==> src/kis_pkg.sv <==
// Package for the keypad interrupt status block: register offsets, bit positions, resets.
// Assumes an 8-bit register port from a serial slave front end elsewhere in the device.
package kis_pkg;
  localparam logic [7:0] KIS_ADDR_RAW = 8'h06;
  localparam logic [7:0] KIS_ADDR_MASKED = 8'h07;
  localparam logic [7:0] KIS_ADDR_CLEAR = 8'h08;
  localparam logic [7:0] KIS_ADDR_MASK = 8'h09;
  localparam logic [7:0] KIS_ADDR_CODE0 = 8'h0b;
  localparam logic [7:0] KIS_ADDR_CODE3 = 8'h0e;
  localparam int KIS_BIT_SCAN = 0;
  localparam int KIS_BIT_KEY_LOST = 1;
  localparam int KIS_BIT_KEY_EVENT = 2;
  localparam int KIS_BIT_EVENT_LOST = 3;
  localparam int KIS_BIT_CLR_SCAN = 0;
  localparam int KIS_BIT_CLR_EVENT = 1;
  localparam int KIS_BIT_SF_OFF = 7;
  localparam logic [3:0] KIS_RAW_RESET = 4'h0;
  localparam logic [3:0] KIS_MASK_RESET = 4'h3;
  localparam int KIS_EVENT_LIMIT = 8;
  localparam int KIS_KEY_LIMIT = 4;

  // Register access from the serial front end.
  typedef struct packed {
    logic wr;
    logic rd;
    logic [7:0] addr;
    logic [7:0] wdata;
  } kis_bus_t;

  // Event reports from the key scanner and event buffer.
  typedef struct packed {
    logic scan_done;
    logic scan_changed;
    logic new_key_event;
    logic [3:0] keys_down;
    logic buffer_overflow;
    logic buffer_nonempty;
  } kis_scan_t;
endpackage : kis_pkg

==> src/kis_code_read_tracker.sv <==
// Tracks reads of the four key-code registers and pulses when all have been read.
// Assumes one-cycle read strobes with a stable address.
`timescale 1ns/1ns
`default_nettype none
module kis_code_read_tracker (
  // Clock and reset
  input wire logic clk,
  input wire logic reset_n,
  // Read strobe and address
  input wire logic rd,
  input wire logic [7:0] addr,
  // Any write to the clear register restarts the sequence
  input wire logic restart,
  // One-cycle pulse after the last code register is read
  output logic all_read
);
  import kis_pkg::*;

  logic [3:0] seen;
  logic [3:0] next_seen;
  logic next_all_read;

  always_comb begin
    next_seen = seen;
    next_all_read = 1'b0;
    if (restart) begin
      next_seen = 4'h0;
    end else if (rd && addr >= KIS_ADDR_CODE0 && addr <= KIS_ADDR_CODE3) begin
      next_seen[2'(addr - KIS_ADDR_CODE0)] = 1'b1;
    end
    // Reading in any order counts; the sweep restarts after it completes.
    if (!restart && &next_seen) begin
      next_all_read = 1'b1;
      next_seen = 4'h0;
    end
  end

  always_ff @(posedge clk or negedge reset_n) begin
    if (!reset_n) begin
      seen <= 4'h0;
      all_read <= 1'b0;
    end else begin
      seen <= next_seen;
      all_read <= next_all_read;
    end
  end
endmodule : kis_code_read_tracker
`default_nettype wire

==> src/kis_top.sv <==
// Keypad interrupt status, mask and clear registers with the interrupt request output.
// Assumes a register port from the device's serial slave and event pulses from the scanner.
// Behaviour
// - Event-lost flag sets on event buffer overflow past 8; held until buffer clear.
// - Key-event flag follows buffer non-empty; clear bit 1 drains it.
// - Key-lost flag sets on new key while scan flag set, or over 4 keys.
// - Scan flag sets at scan end when keyboard status changed.
// - Raw status read-only at 0x06, flags reset zero, bits 7:4 read zero.
// - Masked status read-only at 0x07, raw flags gated by mask.
// - Clear register write-only at 0x08, ones clear matching interrupts.
// - Clear bit 1 empties event buffer and clears key-event and event-lost flags.
// - Clear bit 0 clears scan and key-lost flags.
// - Clear bit 7 set skips special-function key scanning; zero scans them.
// - Mask at 0x09, one per source, 1 blocks; bits 1,0 default 1.
// - Reading all four key-code registers clears the scan flag.
`timescale 1ns/1ns
`default_nettype none
module kis_top (
  // Clock and reset
  input wire logic clk,
  input wire logic reset_n,
  // Register port
  input wire kis_pkg::kis_bus_t bus,
  output logic [7:0] rdata,
  // Scanner and event buffer
  input wire kis_pkg::kis_scan_t scan,
  output logic event_buffer_clear,
  output logic special_key_scan_disable,
  // Interrupt request, active high
  output logic irq
);
  import kis_pkg::*;

  logic [3:0] raw;
  logic [3:0] mask;
  logic [3:0] next_raw;
  logic [3:0] next_mask;
  logic next_sf_off;
  logic next_evt_clr;
  logic next_irq;
  logic [7:0] next_rdata;
  logic clr_wr;
  logic clr_scan;
  logic clr_event;
  logic codes_read;
  logic [3:0] masked;

  kis_code_read_tracker u_tracker (
    .clk(clk),
    .reset_n(reset_n),
    .rd(bus.rd),
    .addr(bus.addr),
    .restart(clr_wr),
    .all_read(codes_read)
  );

  assign clr_wr = bus.wr && bus.addr == KIS_ADDR_CLEAR;
  assign clr_scan = (clr_wr && bus.wdata[KIS_BIT_CLR_SCAN]) || codes_read;
  assign clr_event = clr_wr && bus.wdata[KIS_BIT_CLR_EVENT];
  assign masked = raw & ~mask;

  always_comb begin
    next_raw = raw;
    // Clears go first so that an event in the same cycle still sets the flag.
    if (clr_scan) begin
      next_raw[KIS_BIT_SCAN] = 1'b0;
      next_raw[KIS_BIT_KEY_LOST] = 1'b0;
    end
    if (clr_event) begin
      next_raw[KIS_BIT_EVENT_LOST] = 1'b0;
    end
    if (scan.buffer_overflow) begin
      next_raw[KIS_BIT_EVENT_LOST] = 1'b1;
    end
    // The buffer level is tracked live; a clear empties it, so it drops too.
    // The buffer only empties on the edge that sees the clear pulse, so the flag is held
    // low through that cycle as well; otherwise the stale level would raise the interrupt.
    next_raw[KIS_BIT_KEY_EVENT] = scan.buffer_nonempty && !clr_event
        && !event_buffer_clear;
    if ((scan.new_key_event && raw[KIS_BIT_SCAN])
        || 32'(scan.keys_down) > KIS_KEY_LIMIT) begin
      next_raw[KIS_BIT_KEY_LOST] = 1'b1;
    end
    if (scan.scan_done && scan.scan_changed) begin
      next_raw[KIS_BIT_SCAN] = 1'b1;
    end
  end

  always_comb begin
    next_mask = mask;
    next_sf_off = special_key_scan_disable;
    next_evt_clr = clr_event;
    if (bus.wr && bus.addr == KIS_ADDR_MASK) begin
      next_mask = bus.wdata[3:0];
    end
    if (clr_wr) begin
      next_sf_off = bus.wdata[KIS_BIT_SF_OFF];
    end
  end

  always_comb begin
    next_irq = |(next_raw & ~next_mask);
    next_rdata = 8'h00;
    if (bus.rd) begin
      case (bus.addr)
        KIS_ADDR_RAW: next_rdata = {4'h0, raw};
        KIS_ADDR_MASKED: next_rdata = {4'h0, masked};
        KIS_ADDR_MASK: next_rdata = {4'h0, mask};
        // The clear register is write-only and reads back as zero.
        default: next_rdata = 8'h00;
      endcase
    end else begin
      next_rdata = rdata;
    end
  end

  always_ff @(posedge clk or negedge reset_n) begin
    if (!reset_n) begin
      raw <= KIS_RAW_RESET;
      mask <= KIS_MASK_RESET;
      special_key_scan_disable <= 1'b0;
      event_buffer_clear <= 1'b0;
      irq <= 1'b0;
      rdata <= 8'h00;
    end else begin
      raw <= next_raw;
      mask <= next_mask;
      special_key_scan_disable <= next_sf_off;
      event_buffer_clear <= next_evt_clr;
      irq <= next_irq;
      rdata <= next_rdata;
    end
  end
endmodule : kis_top
`default_nettype wire

==> config.mk <==
export PLATFORM = sky130hd
export DESIGN_NAME = kis_top
export DESIGN_NICKNAME = d
export VERILOG_FILES = /design/src/kis_pkg.sv /design/src/kis_code_read_tracker.sv /design/src/kis_top.sv
export SDC_FILE = /design/constraint.sdc
export NUM_CORES = 1
export LEC_CHECK = 0
export BUFFER_PORTS_ARGS = -buffer_cell sky130_fd_sc_hd__buf_2
export CAP_MARGIN = 40
export CORE_MARGIN = 1.5
export CORE_UTILIZATION = 45
export CTS_BUF_LIST = sky130_fd_sc_hd__clkbuf_4 sky130_fd_sc_hd__clkbuf_8
export DETAILED_ROUTE_END_ITERATION = 10
export PLACE_DENSITY_LB_ADDON = 0.05
export SYNTH_ARGS = -nofsm -noshare
export SYNTH_HDL_FRONTEND = slang
export SYNTH_SLANG_ARGS = --single-unit
==> constraint.sdc <==
create_clock -name clk -period 1 [get_ports clk]
set_input_delay 0 -clock clk [delete_from_list [all_inputs] [get_ports clk]]
set_output_delay 0 -clock clk [all_outputs]
set_load 0.1 [all_outputs]
* Word-level counts from Yosys, hierarchy flattened
Index checks and enable logic that the tools add are counted.
Storage, ports and cells: word-level logic and storage cells 55, output and inout bits 11, input port bits 29, register bits 24
Operators by class: add/subtract/negate cells 1, mux-type cells 13, $lt $le $gt $ge 5, equal/unequal tests 4, reduce and logical (&&, ||, !) cells 19, bitwise operators 5
Operators by type and width (count):
- $eq 8x3->1 const B | 2
- $eq 8x4->1 const B | 2
- $mux 4 | 4
- $logic_and 1x1->1 | 12
- $pmux 4 s3 | 1
- $and 4x4->4 | 2
- $ge 8x4->1 const B | 1
- $le 8x4->1 const B | 1
- $not 4->4 | 2
- $mux 1 | 6
- $gt 4x3->1 const B | 1
- $or 4x4->4 | 1
- $reduce_and 4->1 | 1
- $reduce_or 4->1 | 1
- $logic_not 1->1 | 3
- $lt 2x3->1 const B | 1
- $demux 1 s2 | 1
- $ge 2x1->1 const B | 1
- $logic_or 1x1->1 | 2
- $mux 2 | 1
- $sub 2x2->2 const B | 1

* Depth between registers and ports, before layout
depth in word-level cells 11, mapped depth 6

* By module
A second synthesis with hierarchy kept.
Second synthesis, totals: cells, all modules 116, area total of the unflattened synthesis 1213.7 µm²
By module, submodules not included:
- kis_top | times used 1, sequential area each 377.9 µm², cells each 83, area an instance 869.6 µm²
- kis_code_read_tracker | times used 1, sequential area each 125.1 µm², cells each 33, area an instance 344.1 µm²

* Least setup slack after synthesis
No wires, ideal clock.
kind reg-to-reg, start register event_buffer_clear, end register irq, stages on the path, launching flop included 4, setup slack -0.472 ns, data arrival time 1.341 ns, setup time 0.132 ns, data required time 0.868 ns, path buffers 0, cells stage by stage dfrtp_1 nand2b_1 a2bb2oi_2 o211ai_2
On the way: cells in the longest elaborated chain, start to end 4
Ends and longest elaborated chain:
- from (decl) | RTL line kis_top.sv:27 | output logic event_buffer_clear,
- from (signal assigned) | RTL line kis_top.sv:129 | event_buffer_clear <= next_evt_clr;
- $logic_not 1->1 | RTL line kis_top.sv:79 | && !event_buffer_clear;
- $logic_and 1x1->1 | RTL line kis_top.sv:79
- $and 4x4->4 | RTL line kis_top.sv:102 | next_irq = |(next_raw & ~next_mask);
- $reduce_or 4->1 | RTL line kis_top.sv:102
- named net next_irq | RTL line kis_top.sv:40 | logic next_irq;
- to (signal assigned) | RTL line kis_top.sv:130 | irq <= next_irq;
- to (decl) | RTL line kis_top.sv:30 | output logic irq
The timed path passes the listed nets, and every way through them passes these cells. A chain may end at the register's enable or synchronous reset.

* Final worst setup path
start register u_tracker.seen[3], end register u_tracker.seen[1]
On the way: cells in the longest elaborated chain, start to end 6
Ends and longest elaborated chain:
- from (decl) | RTL line kis_code_read_tracker.sv:19 | logic [3:0] seen;
- from (signal assigned) | RTL line kis_code_read_tracker.sv:43 | seen <= next_seen;
- $or 4x4->4 (no source line)
- $mux 4 (*) | RTL line kis_code_read_tracker.sv:28 | end else if (rd && addr >= KIS_ADDR_CODE0 && addr <= KIS_ADDR_CODE3) begin
- $mux 4 (*) | RTL line kis_code_read_tracker.sv:26 | if (restart) begin
- $reduce_and 4->1 (*) | RTL line kis_code_read_tracker.sv:32 | if (!restart && &next_seen) begin
- $logic_and 1x1->1 (*) | RTL line kis_code_read_tracker.sv:32
- $mux 4 (*) | RTL line kis_code_read_tracker.sv:32
- named net u_tracker.next_seen[1] | RTL line kis_code_read_tracker.sv:20 | logic [3:0] next_seen;
The timed path passes the listed nets; every way through them passes the cells marked *.

==> summary by stage <==
Setup path
The worst register-to-register path begins at u_tracker.seen[3]$_DFF_PN0_. Counting buffers and inverters, the worst setup path is 5 cells deep. The endpoint identified for the worst register-to-register timing path is u_tracker.seen[1]$_DFF_PN0_. The arrival time of data at the critical path endpoint is between 1 and 1.5 ns.

Walking the worst path, the cells encountered are nand3b_1 > a21oi_2 > a31oi_4 > nor2_1 > nor3_2. The cell family contributing the most delay on the critical path is flip-flops. Along the worst path, the maximum fanout reaches 3. The worst setup path is of the reg2reg kind.

The required time of the critical path is ~1.2 ns. The most critical setup path has its endpoint at u_tracker.seen[1]$_DFF_PN0_. For this run, the slowest stage of the critical path takes 0.39 ns. Tracing the worst setup path back leads to its startpoint at u_tracker.seen[3]$_DFF_PN0_. The slowest library cell on the worst path is dfrtp_1.

Together, buffers and inverters on the worst path number 0. The endpoint class of the critical path is a register. For flop-to-flop paths, the worst setup slack is -0.14 ns. STA classifies the critical path startpoint as a register. The cell depth of the worst flop-to-flop path is 5.

Timing
The shortest clock period the worst path allows after layout is around 1.1 ns. In the finished design, the share of the clock period the worst path needs comes to 114%. Between clock sinks in the finished design, the worst skew comes to about 0.013 ns. The hold slack is ~0.019 ns.

The final number of max-transition violations is 0. The hold violation count in the final report came to 0. The setup TNS after final layout is -0.527 ns.

In the post-route analysis, the smallest setup slack over all paths is -0.136 ns. The maximum clock rate is 880 MHz. Setup violations remaining at the end of the flow were counted as 7. Setup repair after global routing could not meet its margin everywhere.

Global route
For this run the aggregate overflow at the end of global routing stands at 0. The number of antenna violations at the first check in global routing was 0. The total routing usage reported by global routing is 24.5%.

Entering global routing, the biggest net connects 21 pins. The via count of the first global-routing pass is 1053. The first global-routing pass estimated around 4700 µm of wire.

Finish
Cells fill a little under 80% of the core in the end. The number of antenna diodes is 0. Compared with the post-synthesis result, the final layout area differs by 65.8%. The ratio of cells with drive above 1 in the final layout is about 51%.

Leaving out fill and tap cells, the most frequent cell in the layout is buf_2. The finished layout holds between 150 and 200 standard cells, fillers aside. In the layout the commonest cells are buf_2 (24), buf_4 (20), dlygate4sd3_1 (12), dfrtp_1 (12), nor2_1 (11).

The number of nets in the layout is 196.

Yosys
The synthesized netlist devotes 0% of its cell area to XOR and XNOR gates. The post-synthesis cell count is 101. The post-synthesis compound-gate area fraction is 17.1%. The share of the Yosys chip area taken by registers is 48.4%. After synthesis the cells add up to 0.00104 mm².

The largest family of logic cells by synthesized area is simple AND/OR/NAND/NOR gates. Yosys attributes the largest share of cell area to dfrtp_1 (43%), dfstp_2 (5.1%), nor2_1 (4.0%), a21oi_1 (3.9%), a32oi_1 (3.4%). After synthesis, the share of cell area in mux cells is 6.51%. Counting distinct cell types in the post-synthesis netlist gives 37.

The synthesized netlist devotes 21.6% of its cell area to simple gates. The flip-flop and latch count after synthesis is 20. The cell accounting for the most synthesized area is dfrtp_1.

The area share of the largest cell type after synthesis is 43.4%. During synthesis, Yosys emitted a total of 0 warnings. The synthesized netlist devotes 0% of its cell area to adder and majority cells. After synthesis, the mean cell area works out to around 10 µm².

Floorplanning
The die is just over 50 µm wide. The die covers approximately 0.0026 mm². The I/O pin count is 40.

The number of standard-cell rows in the floorplan is 17. In this run the standard cell core region covers around 0.0022 mm². The height of the chip is 51.0 µm. The starting density of the core is 47.4%.

Clock network
The cell at the root of the clock tree is clkbuf_4. The insertion delay to the later sink of the worst-skew pair is around 0.31 ns. The number of clock buffers added by TritonCTS is 3.

After clock tree synthesis, the clock-pin slew on the worst setup and hold paths is 0.11 ns. TritonCTS built the clock tree. The maximum buffer depth of the clock tree is 2. CTS built an H-tree with a depth of 1. The total clock sinks is 20.

Run status
The checks that failed: setup timing. The flow ran to the end, but the final reports show violations.

Detailed routing
The number of DRC violations after detailed-routing iteration 0 is 16. The count of nets left with antenna violations after detail routing is 0. The detailed-route DRC error count is 0. The sum of routed wire length over all layers is 2810 µm.

In the final routed layout, each cell accounts on average for 14.5 µm. Before antenna repair, the detailed router went through 4 iterations. The routed layout has 1018 vias. After detailed routing, the number of vias per cell comes to 5.25.

Pwr
In this run the static leakage power is 0.799 nW. The total power after layout is approximately 2.1 mW. The worst ir drop on vdd is 1.36 mV. Dividing total power by cell area gives a power density of 1210 mW/mm².

Placed design
The count of buffers added on input and output ports is 32. The instance count after placement with tap cells included is around 170. After legalization and detailed placement, the total HPWL measured 1940 µm. The final weighted congestion of routability-driven global placement is 0.749.

Worst hold path
The worst hold path begins at scan[4]. The worst hold path was traced through 3 stages. The path class of the tightest hold or removal check is in2reg.

Run
The total of max-cap violations is 0.
[worst register-to-register path, cell delays in order (launching register included)]
cell and delay (ns):
dfrtp_1 0.39, nand3b_1 0.11, a21oi_2 0.20, a31oi_4 0.13
nor2_1 0.15, nor3_2 0.06
[worst min path at each step]
| stage | end | slack [ns] |
|---|---|---|
| floorplan | event_buffer_clear$_DFF_PN0_ | -0.30 |
| global placement | u_tracker.seen[0]$_DFF_PN0_ | -0.03 |
| detailed placement | u_tracker.seen[0]$_DFF_PN0_ | -0.02 |
| CTS | raw[1]$_DFF_PN0_ | 0.002 |
| global route | raw[1]$_DFF_PN0_ | 0.01 |
| finish | raw[1]$_DFF_PN0_ | 0.02 |
[flip-flops by register name, summed over array words and instances (netlist names)]
register and count:
mask 4, raw 4, rdata 4, u_tracker.seen 4, event_buffer_clear 1, irq 1
special_key_scan_disable 1, u_tracker.all_read 1
[through the flow]
| stage | cell area (µm²) | setup slack, ns |
|---|---|---|
| floorplan | 1060 | -0.247 |
| global placement | 1430 | -0.393 |
| detailed placement | 1430 | -0.439 |
| CTS | 1670 | -0.117 |
| global route | 1720 | -0.181 |
| finish | 1720 | -0.136 |
[what timing repair did]
| item | 4_1_cts | 5_1_grt |
|---|---|---|
| endpoints found under the hold margin | 29 | 0 |
| pin swaps | 5 | 6 |
| resized for setup | 6 | 9 |
| cloned | 0 | 0 |
| buffers inserted | 4 | 2 |
| setup endpoints to repair | 11 | 12 |
| hold buffers | 12 | 0 |
[kinds of logic after synthesis]
logic type,Yosys count
AND/OR/NAND/NOR,38
AO/OA/AOI/OAI,24
other,1
flip-flops,20
buffers and inverters,12
multiplexers,6
[power breakdown]
group          internal (mW)  switching (mW)  leakage, nW
clock                  0.405           0.266       0.0279
sequential             0.853          0.0328        0.229
combinational          0.217           0.317        0.543
[Yosys cell counts]
master / number
a21o_1: 1
a21oi_1: 8
a22o_1: 1
a22oi_1: 2
a2bb2oi_2: 1
a31o_1: 1
a31oi_1: 2
a32oi_1: 4
a41oi_1: 1
and2_1: 1
and3_2: 1
and4_2: 1
and4b_1: 1
buf_2: 1
buf_4: 4
clkbuf_1: 1
clkbuf_2: 1
conb_1: 1
dfrtp_1: 18
dfstp_2: 2
inv_1: 5
mux2_2: 2
mux2_4: 1
mux2i_1: 3
nand2_1: 8
nand2b_1: 1
nand3_1: 1
nand3b_1: 2
nand4_4: 1
nor2_1: 11
nor2b_1: 2
nor3_1: 6
nor3b_1: 1
nor4_4: 1
o211ai_2: 1
o21ai_0: 1
o31a_1: 1
[area by class of cell]
cell class | count | area, µm²
inverter | 5 | 18.8
multi-input combinational | 72 | 552
clock inverter | 1 | 30.0
clock buffer | 3 | 22.5
timing repair buffer | 65 | 553
fill | 148 | 469
sequential | 20 | 510
tap | 28 | 35.0
[per-layer routing]
metal,vias up,GRT usage (%),share of wire [%]
li1,488,-,-
met1,500,29.8,44
met2,30,45.2,52
met3,0,3.51,3.7
met4,0,5.41,0
met5,-,0,0
(Power assumes the default switching activity.)
